**src/include/link_regs.vh**
```
// register map, field positions and timing counts of the link unit
// assumes a 10 MHz system clock and 32-bit apb data
`ifndef LINK_REGS_VH
`define LINK_REGS_VH

`define CLK_MHZ        10
`define NUM_CH         4
`define WORD_W         16

// byte offsets
`define CTRL_OFS       8'h00
`define STATUS_OFS     8'h04
`define MASK_OFS       8'h08
`define UNIT_OFS       8'h0c
`define WIN_OFS        8'h40
`define UNIT_STRIDE    8'h10

// ctrl fields
`define CTRL_MODE_BIT  0
`define CTRL_FOUR_BIT  1
`define CTRL_DIR_LSB   4
`define CTRL_RST       8'h00

// status and mask fields: [3:0] error raised, [7:4] frame received
`define EVT_ERR_LSB    0
`define EVT_FRM_LSB    4
`define MASK_RST       8'h00

// timing in microseconds, then cycles
`define BIT_TIME_US    1000
`define TYP_DELAY_US   19200
`define MAX_DELAY_US   31000
`define MIN_INPUT_US   16000
`define BIT_CYC        (`BIT_TIME_US * `CLK_MHZ)
`define FRAME_CYC      (`TYP_DELAY_US * `CLK_MHZ)
`define ERR_CYC        (`MAX_DELAY_US * `CLK_MHZ)
`define FRAME_BITS     19

`endif

```
**src/core/link_unit.v**
```verilog
// link interface unit: apb registers, word window, four link channels
// assumes an apb master on sys_clk and remote terminals on the wires
//
// How it works
// each channel swaps a 16-bit word over one signal wire plus return
// fifteen-plus-error mode passes inputs 0..14, bit 15 is error flag
// sixteen-input mode presents all sixteen inputs, bit 15 is input 15
// inputs 0..14 land on word bits 0..14 in both modes
// point 15 indicator follows input 15 only in sixteen-input mode
// error indicator lights on error, clears at next good frame
// the remote terminal holds its last good word during an error
// remote terminal sends zeros first after its own power-up
// output channels do no error detection of their own
// one update takes about 19.2 ms and at most 31 ms
// an input held 16 ms or more is sure to be seen
// software holds each output bit longer than 16 ms
// the unit serves two or four channels, 32 or 64 points
// the word block starts at the base chosen by the unit number
// one word per channel, two or four consecutive words
// point indicators show live received or sent bits
// error when no valid frame within the longest delay, cleared by one
// in error-flag mode bit 15 reads one exactly while in error
//
// Decided for this implementation: the APB register port and the register addresses.
`timescale 1ns/1ps
`include "link_regs.vh"
module link_unit #(
  parameter BIT_CYC   = `BIT_CYC,
  parameter FRAME_CYC = `FRAME_CYC,
  parameter ERR_CYC   = `ERR_CYC
) (
  input  wire        sys_clk,
  input  wire        srst,
  input  wire        psel,
  input  wire        penable,
  input  wire        pwrite,
  input  wire [7:0]  paddr,
  input  wire [31:0] pwdata,
  output reg  [31:0] prdata,
  output reg         pready,
  output reg         pslverr,
  output reg         irq,
  input  wire [2:0]  unit_sel,
  input  wire [3:0]  serial_line_terminal_i,
  output wire [3:0]  serial_line_terminal_o,
  output wire [3:0]  serial_line_terminal_oe,
  output reg  [63:0] point_led,
  output reg  [3:0]  err_led,
  output reg         mode_led
);
  reg  [7:0]  ctrl_reg;
  reg  [7:0]  status_reg;
  reg  [7:0]  status_next;
  reg  [7:0]  mask_reg;
  reg  [63:0] out_reg;
  reg  [2:0]  strap_sync_reg;
  reg  [2:0]  strap_s2_reg;
  reg  [2:0]  strap_s3_reg;
  reg  [1:0]  strap_fill_reg;
  reg  [2:0]  unit_reg;
  reg         unit_done_reg;
  reg  [3:0]  err_d_reg;
  wire [63:0] rx_words;
  wire [3:0]  rx_errs;
  wire [3:0]  frames;
  wire [63:0] pres_words;
  wire [63:0] led_next;
  wire [3:0]  ch_en;
  wire        mode15 = ctrl_reg[`CTRL_MODE_BIT];
  wire        four   = ctrl_reg[`CTRL_FOUR_BIT];
  wire [3:0]  dir    = ctrl_reg[`CTRL_DIR_LSB +: 4];

  // base of the word block follows the unit number, not the slot
  wire [7:0]  win_base = `WIN_OFS + {unit_reg, 4'h0} ;
  wire [7:0]  win_off  = paddr - win_base;
  wire        in_win   = (paddr >= win_base) &&
                         (win_off < (four ? 8'h10 : 8'h08));
  wire [1:0]  win_ch   = win_off[3:2];

  wire        acc      = psel & penable & pready;
  wire        wr       = acc & pwrite;

  assign ch_en = four ? 4'hf : 4'h3;

  // the unit number is a static strap, caught once after reset; the fill
  // count keeps the reset contents of the chain from being taken
  always @(posedge sys_clk) begin
    if (srst) begin
      strap_sync_reg <= 3'h0;
      strap_s2_reg   <= 3'h0;
      strap_s3_reg   <= 3'h0;
      strap_fill_reg <= 2'h0;
      unit_reg       <= 3'h0;
      unit_done_reg  <= 1'b0;
    end else begin
      strap_sync_reg <= unit_sel;
      strap_s2_reg   <= strap_sync_reg;
      strap_s3_reg   <= strap_s2_reg;
      if (strap_fill_reg != 2'h3)
        strap_fill_reg <= strap_fill_reg + 2'h1;
      else if (!unit_done_reg && strap_s2_reg == strap_s3_reg) begin
        unit_reg      <= strap_s3_reg;
        unit_done_reg <= 1'b1;
      end
    end
  end

  genvar g;
  generate
    for (g = 0; g < `NUM_CH; g = g + 1) begin : chan
      link_chan #(
        .BIT_CYC   (BIT_CYC),
        .FRAME_CYC (FRAME_CYC),
        .ERR_CYC   (ERR_CYC)
      ) u_chan (
        .sys_clk  (sys_clk),
        .srst     (srst),
        .enable   (ch_en[g]),
        .is_out   (dir[g]),
        .tx_word  (out_reg[16*g +: 16]),
        .line_i   (serial_line_terminal_i[g]),
        .line_o   (serial_line_terminal_o[g]),
        .line_oe  (serial_line_terminal_oe[g]),
        .rx_word  (rx_words[16*g +: 16]),
        .rx_err   (rx_errs[g]),
        .frame_ok (frames[g])
      );
      // bits 0..14 pass straight in either mode
      assign pres_words[16*g +: 15] = rx_words[16*g +: 15];
      assign pres_words[16*g + 15]  = mode15 ? rx_errs[g] :
                                      rx_words[16*g + 15];
      assign led_next[16*g +: 15] = dir[g] ? out_reg[16*g +: 15] :
                                    rx_words[16*g +: 15];
      assign led_next[16*g + 15] = dir[g] ? out_reg[16*g + 15] :
                                   (mode15 ? 1'b0 :
                                    rx_words[16*g + 15]);
    end
  endgenerate

  // indicators are registered so every pin comes from a flop
  always @(posedge sys_clk) begin
    if (srst) begin
      point_led <= 64'h0000000000000000;
      err_led   <= 4'h0;
      mode_led  <= 1'b0;
      err_d_reg <= 4'h0;
    end else begin
      point_led <= led_next;
      err_led   <= rx_errs & ~dir & ch_en;
      mode_led  <= mode15;
      err_d_reg <= rx_errs;
    end
  end

  // sticky events; a new event wins over a clear in the same cycle
  always @* begin
    status_next = status_reg;
    if (wr && paddr == `STATUS_OFS)
      status_next = status_reg & ~pwdata[7:0];
    status_next[`EVT_ERR_LSB +: 4] = status_next[`EVT_ERR_LSB +: 4] |
                                     (rx_errs & ~err_d_reg);
    status_next[`EVT_FRM_LSB +: 4] = status_next[`EVT_FRM_LSB +: 4] |
                                     frames;
  end

  always @(posedge sys_clk) begin
    if (srst) begin
      status_reg <= 8'h00;
      irq        <= 1'b0;
    end else begin
      status_reg <= status_next;
      irq        <= |(status_reg & mask_reg);
    end
  end

  // software writes; output words should stay put past 16 ms
  always @(posedge sys_clk) begin
    if (srst) begin
      ctrl_reg <= `CTRL_RST;
      mask_reg <= `MASK_RST;
      out_reg  <= 64'h0000000000000000;
    end else if (wr) begin
      if (paddr == `CTRL_OFS)
        ctrl_reg <= pwdata[7:0];
      else if (paddr == `MASK_OFS)
        mask_reg <= pwdata[7:0];
      else if (in_win && dir[win_ch])
        out_reg[16*win_ch +: 16] <= pwdata[15:0];
    end
  end

  // one wait state: pready rises in the second access cycle
  always @(posedge sys_clk) begin
    if (srst) begin
      pready  <= 1'b0;
      pslverr <= 1'b0;
      prdata  <= 32'h00000000;
    end else begin
      pready  <= psel & penable & ~pready;
      pslverr <= 1'b0;
      prdata  <= 32'h00000000;
      if (psel && penable && !pready) begin
        if (paddr == `CTRL_OFS)
          prdata <= {24'h000000, ctrl_reg};
        else if (paddr == `STATUS_OFS)
          prdata <= {24'h000000, status_reg};
        else if (paddr == `MASK_OFS)
          prdata <= {24'h000000, mask_reg};
        else if (paddr == `UNIT_OFS)
          prdata <= {16'h0000, win_base, 5'h00, unit_reg};
        else if (in_win)
          prdata <= {16'h0000, dir[win_ch] ? out_reg[16*win_ch +: 16] :
                                             pres_words[16*win_ch +: 16]};
        else
          pslverr <= 1'b1;
      end
    end
  end
endmodule // link_unit

```
**src/core/link_chan.v**
```verilog
// one link channel: frame sender or receiver on a single signal wire
// assumes line_i is an asynchronous pin; timing counts come from the top
`timescale 1ns/1ps
module link_chan #(
  parameter BIT_CYC   = 10000,
  parameter FRAME_CYC = 192000,
  parameter ERR_CYC   = 310000
) (
  input  wire        sys_clk,
  input  wire        srst,
  input  wire        enable,
  input  wire        is_out,
  input  wire [15:0] tx_word,
  input  wire        line_i,
  output reg         line_o,
  output reg         line_oe,
  output reg  [15:0] rx_word,
  output reg         rx_err,
  output reg         frame_ok
);
  localparam ST_IDLE = 2'd0;
  localparam ST_START = 2'd1;
  localparam ST_DATA = 2'd2;
  localparam ST_STOP = 2'd3;

  reg [2:0]  sync_reg;
  reg        lvl_reg;
  reg [1:0]  state_reg;
  reg [19:0] cyc_reg;
  reg [4:0]  bit_reg;
  reg [16:0] shift_reg;
  reg [19:0] tmo_reg;
  reg [19:0] tx_cyc_reg;
  reg [18:0] tx_sh_reg;
  wire       rx_on = enable & ~is_out;

  // a change counts only once the second and third stage agree
  always @(posedge sys_clk) begin
    if (srst) begin
      sync_reg <= 3'h7;
      lvl_reg  <= 1'b1;
    end else begin
      sync_reg <= {sync_reg[1:0], line_i};
      if (sync_reg[1] == sync_reg[2])
        lvl_reg <= sync_reg[2];
    end
  end

  // frame: start low, 16 data lsb first, even parity, stop high
  always @(posedge sys_clk) begin
    frame_ok <= 1'b0;
    if (srst || !rx_on) begin
      state_reg <= ST_IDLE;
      cyc_reg   <= 20'h00000;
      bit_reg   <= 5'h00;
      shift_reg <= 17'h00000;
    end else begin
      case (state_reg)
        ST_IDLE: begin
          cyc_reg <= 20'h00000;
          if (!lvl_reg)
            state_reg <= ST_START;
        end
        ST_START: begin
          cyc_reg <= cyc_reg + 20'h00001;
          if (cyc_reg == BIT_CYC / 2) begin
            cyc_reg   <= 20'h00000;
            bit_reg   <= 5'h00;
            state_reg <= lvl_reg ? ST_IDLE : ST_DATA;
          end
        end
        ST_DATA: begin
          cyc_reg <= cyc_reg + 20'h00001;
          if (cyc_reg == BIT_CYC - 1) begin
            cyc_reg   <= 20'h00000;
            shift_reg <= {lvl_reg, shift_reg[16:1]};
            bit_reg   <= bit_reg + 5'h01;
            if (bit_reg == 5'h10)
              state_reg <= ST_STOP;
          end
        end
        ST_STOP: begin
          cyc_reg <= cyc_reg + 20'h00001;
          if (cyc_reg == BIT_CYC - 1) begin
            state_reg <= ST_IDLE;
            if (lvl_reg && (^shift_reg) == 1'b0)
              frame_ok <= 1'b1;
          end
        end
        default: state_reg <= ST_IDLE;
      endcase
    end
  end

  // last good word is kept through an error
  always @(posedge sys_clk) begin
    if (srst) begin
      rx_word <= 16'h0000;
      rx_err  <= 1'b0;
      tmo_reg <= 20'h00000;
    end else if (!rx_on) begin
      rx_err  <= 1'b0;
      tmo_reg <= 20'h00000;
    end else if (frame_ok) begin
      rx_word <= shift_reg[15:0];
      rx_err  <= 1'b0;
      tmo_reg <= 20'h00000;
    end else if (tmo_reg == ERR_CYC - 1) begin
      rx_err  <= 1'b1;
    end else begin
      tmo_reg <= tmo_reg + 20'h00001;
    end
  end

  // sender repeats the word once per frame period
  always @(posedge sys_clk) begin
    if (srst || !(enable & is_out)) begin
      tx_cyc_reg <= 20'h00000;
      tx_sh_reg  <= 19'h7ffff;
      line_o     <= 1'b1;
      line_oe    <= 1'b0;
    end else begin
      line_oe <= 1'b1;
      line_o  <= tx_sh_reg[0];
      if (tx_cyc_reg == FRAME_CYC - 1) begin
        tx_cyc_reg <= 20'h00000;
        tx_sh_reg  <= {1'b1, ^tx_word, tx_word, 1'b0};
      end else begin
        tx_cyc_reg <= tx_cyc_reg + 20'h00001;
        if ((tx_cyc_reg % BIT_CYC) == BIT_CYC - 1)
          tx_sh_reg <= {1'b1, tx_sh_reg[18:1]};
      end
    end
  end
endmodule // link_chan

```
**config.mk**
```make
export PLATFORM = sky130hd
export DESIGN_NAME = link_unit
export DESIGN_NICKNAME = d
export VERILOG_FILES = /design/src/core/link_unit.v /design/src/core/link_chan.v
export VERILOG_INCLUDE_DIRS = /design/src /design/src/include
export SDC_FILE = /design/constraint.sdc
export NUM_CORES = 2
export LEC_CHECK = 0
export BUFFER_PORTS_ARGS = -buffer_cell sky130_fd_sc_hd__buf_2
export CAP_MARGIN = 20
export CORE_MARGIN = 2
export CORE_UTILIZATION = 57
export DETAILED_ROUTE_END_ITERATION = 7
export HOLD_SLACK_MARGIN = 0.15
export PLACE_DENSITY = 0.77
export SLEW_MARGIN = 5
export SYNTH_ARGS = -nofsm -noshare
export SYNTH_HDL_FRONTEND = slang
export SYNTH_SLANG_ARGS = --single-unit
```
**constraint.sdc**
```tcl
create_clock -name sys_clk -period 6.9 [get_ports sys_clk]
set_input_delay 0.345 -clock sys_clk [delete_from_list [all_inputs] [get_ports sys_clk]]
set_output_delay 0.345 -clock sys_clk [all_outputs]
set_load 0.03 [all_outputs]
```
==> results.ini <==
[synthesis]
post-synth-top-area-fraction = 0.349
yosysWarnings = 0
post_synth.cell_area_avg_um2 = 8.22
synth_enable_flop_cells = 0
yosys_most_used_dff = dfxtp_1
ys_seq_area_frac = 0.349
synth_common_cells = 699 x dfxtp_1, 645 x nor2_1, 468 x nand2_1
synth-async-reset-ratio = 0
yosys.cell_count.top_type = dfxtp_1
synth_area_mm2 = 0.0401
synth_largest_area_cell = dfxtp_1
postSynthCellCount = 4879
yosys.cell_types.count = 134
postSynthRegisterBits = 699
synth.area.top_cells = dfxtp_1 35%, nor2_1 6.0%, xnor2_1 5.9%

[grt]
number_of_global_route_vias_before_repair = 33927
grt_util_all_layers = 0.279
wire_length_of_the_first_global_routing_pass_um = 172000
antenna_found_initial = 3
grt_start_max_net_pins = 161
grt.overflow.total = 0

[die]
fp.dieArea_mm2 = 0.0725
initial_core_util = 0.574
core.rowCount = 97
die_w_um = 269
ios = 164
die_height_um = 269
core_area_mm2 = 0.0699

[sta]
setup_repair_after_global_routing_missed_its_margin = true
setup_violations = 0
timing.final.crit_share = 0.981
final-max-slew-violation-count = 0
max_clock_freq_mhz = 148
worst_slew_pin_slew_ps = 1120
tns_ps = 0
hold_violations = 0
finalClockSkew_ps = 27.6
slew_headroom = 0.249
hold_ws_ps = 314
fin_crit_ps = 6770

[critical_path]
critical_path.slowest_cell = or4_4
timing.critical_path.from_type = flip-flop
setup.reg_to_reg.worst_slack_ps = 130
r2r_cells = 26
rr_endpoint = chan[2].u_chan.tx_sh_reg[15]$_SDFFE_PN1P_
worst_path_most_repeated_cell = buf_4
worstSetupEndpointType = flip-flop
critical_path.max_stage_delay_ps = 590
r2r-start = chan[2].u_chan.tx_cyc_reg[13]$_SDFF_PP0_
highest_net_fanout_along_the_worst_path = 9
critical_path_required_ps = 7370
worst-endpoint-arrival_ps = 7240
crit_type = reg -> reg

[power_and_ir_drop]
power.sequential.fraction = 0.496
power.share.combinational = 0.022
switching_share = 0.216
pwr-share-clk = 0.482
net_switching_power_of_the_design_uw = 1770
irDropWorstVdd_v = 0.000210
power_density_mw_per_mm2 = 172
internal_power_uw = 6430
power.total_uw = 8190
leakagePower_uw = 0.0177

[hold_path]
hold_end = unit_reg[2]$_SDFFE_PP0P_
holdCritPathClass = in -> reg
number_of_cells_on_the_worst_hold_path = 2
hold_path.startpoint = srst

[cells_and_area]
post_route_non_filler_standard_cell_count = 6138
stdcell_area_mm2 = 0.0475
fraction_of_final_layout_cells_sized_beyond_drive_strength_1 = 0.184
areaGrowthSynthToFinish_pct = 18.5
number_of_nets_in_the_final_layout = 5259

[drt]
post_drt_wl_per_cell_um = 17.7
route.detailed.drc = 0
wl_um = 108000
drt-initial-drc-count = 3457
avgViaCountPerCell = 6.04
ant_nets = 0
drt_first_pass_iters = 6
detailroute.via_count = 37074

[clock_tree]
cts.reportedPaths.clkPinSlew_ps = 60
clock_insertion_delay_worst_skew_ps = 620
numCtsBuffers = 73
tritoncts = yes
clock-sinks = 699
h-tree-depth = 3
cts_root_buffer = clkbuf_16
cts-root-to-sink-buffers = 3

[job]
maxCapViolCount = 0

[placed_design]
hpwl_um = 74200
cell_count_after_placement = 5916
globalplace.congestion = 0.901
placed_area_mm2 = 0.0427
io_buffers = 131

[run_status]
run_status = complete, no violations

## how the worst max path moves through the flow
stage                                                      endpoint  depth (start not counted)  slack (ps)                                     start
after floorplan           chan[1].u_chan.tx_sh_reg[16]$_SDFFE_PN1P_                         25          20  chan[1].u_chan.tx_cyc_reg[13]$_SDFF_PP0_
after global placement    chan[1].u_chan.tx_sh_reg[10]$_SDFFE_PN1P_                         24          80  chan[1].u_chan.tx_cyc_reg[13]$_SDFF_PP0_
after detailed placement   chan[1].u_chan.tx_sh_reg[8]$_SDFFE_PN1P_                         23         -50  chan[1].u_chan.tx_cyc_reg[13]$_SDFF_PP0_
after CTS                  chan[0].u_chan.tx_sh_reg[7]$_SDFFE_PN1P_                         29          20  chan[0].u_chan.tx_cyc_reg[12]$_SDFF_PP0_
after global routing      chan[2].u_chan.tx_sh_reg[15]$_SDFFE_PN1P_                         25        -230  chan[2].u_chan.tx_cyc_reg[13]$_SDFF_PP0_
final                     chan[2].u_chan.tx_sh_reg[15]$_SDFFE_PN1P_                         26         130  chan[2].u_chan.tx_cyc_reg[13]$_SDFF_PP0_
## routing by layer
metal	track usage	part of all wire	up-vias
li1	-	-	17866
met1	0.378	0.44	17621
met2	0.453	0.46	1349
met3	0.0366	0.068	234
met4	0.104	0.033	4
met5	0	0.00025	-
## worst max-delay path, delay by kind of cell (launching register included)
kind            cells  cell delay [ps]
fa+ha+maj           1              240
compound gates     13             2600
flops               1              330
buf+inv             4              760
simple gates        6             2340
xor+xnor            2              380
## through the flow
stage,utilization,worst slack (ps)
after global routing,0.680,-233
after floorplan,-,15.9
after CTS,0.650,15.3
after detailed placement,0.611,-52.0
final,0.680,133
after global placement,0.611,77.6
## area by class of cell
class | instances | area [µm²]
Inverter | 126 | 473
Multi-Input combinational cell | 3773 | 26000
Fill cell | 5531 | 22400
Clock buffer | 103 | 2140
Timing Repair Buffer | 473 | 3440
Antenna cell | 1 | 2.50
Sequential cell | 699 | 14000
Clock inverter | 23 | 259
Tap cell | 940 | 1180
## cells in the final DEF (no fill, tap or decap), types with 17 or more instances in the layout
master	synthesis	layout
nor2_1	645	637
and3_1	99	93
and2_1	33	31
nand4_1	66	66
buf_4	29	300
nor2b_1	38	36
dlygate4sd3_1	0	24
mux2i_1	223	215
nor4_1	39	32
nand2_1	468	468
nand3_1	218	215
clkbuf_8	0	17
and4_1	18	17
o31a_1	26	26
o21a_1	24	24
or3_1	73	68
or2_2	47	46
nand2b_1	27	27
ha_1	60	60
o21ai_0	144	125
xor2_1	154	149
inv_1	123	123
o21ai_1	24	30
a211oi_1	34	23
xnor2_1	271	260
a21o_1	30	29
a21oi_1	265	252
o2111ai_1	23	22
buf_2	28	131
a31oi_1	44	32
o211ai_1	42	42
mux4_2	33	33
nor3_1	142	128
dfxtp_1	699	687
clkbuf_16	0	75
## power by group through the flow
stage | logic (µW) | registers (µW) | clock network, µW
finish | 179 | 4060 | 3950
global route | 194 | 4060 | 4160
CTS | 176 | 4060 | 3990
detailed placement | 161 | 4150 | 0
global placement | 158 | 4150 | 0
floorplan | 119 | 4150 | 0
## kinds of logic (layout without fill, tap and decap cells)
group	after synthesis	count (layout)	share of synthesized area
compound gates	952	952	0.167
simple gates	2039	2040	0.246
flops	699	699	0.349
fa+ha+maj	68	68	0.0210
mux	269	269	0.0786
xor+xnor	428	428	0.0940
other cells	1	17	0.0000935
buf+inv	423	725	0.0438
## repair_timing
item,CTS,global route
buffers inserted,0,67
hold buffers,24,0
endpoints found under the setup margin,55,72
resized for setup,16,297
cloned,0,2
hold endpoints to repair,89,0
pin swaps,0,86
No activity file was read; power rests on OpenSTA's default activity.
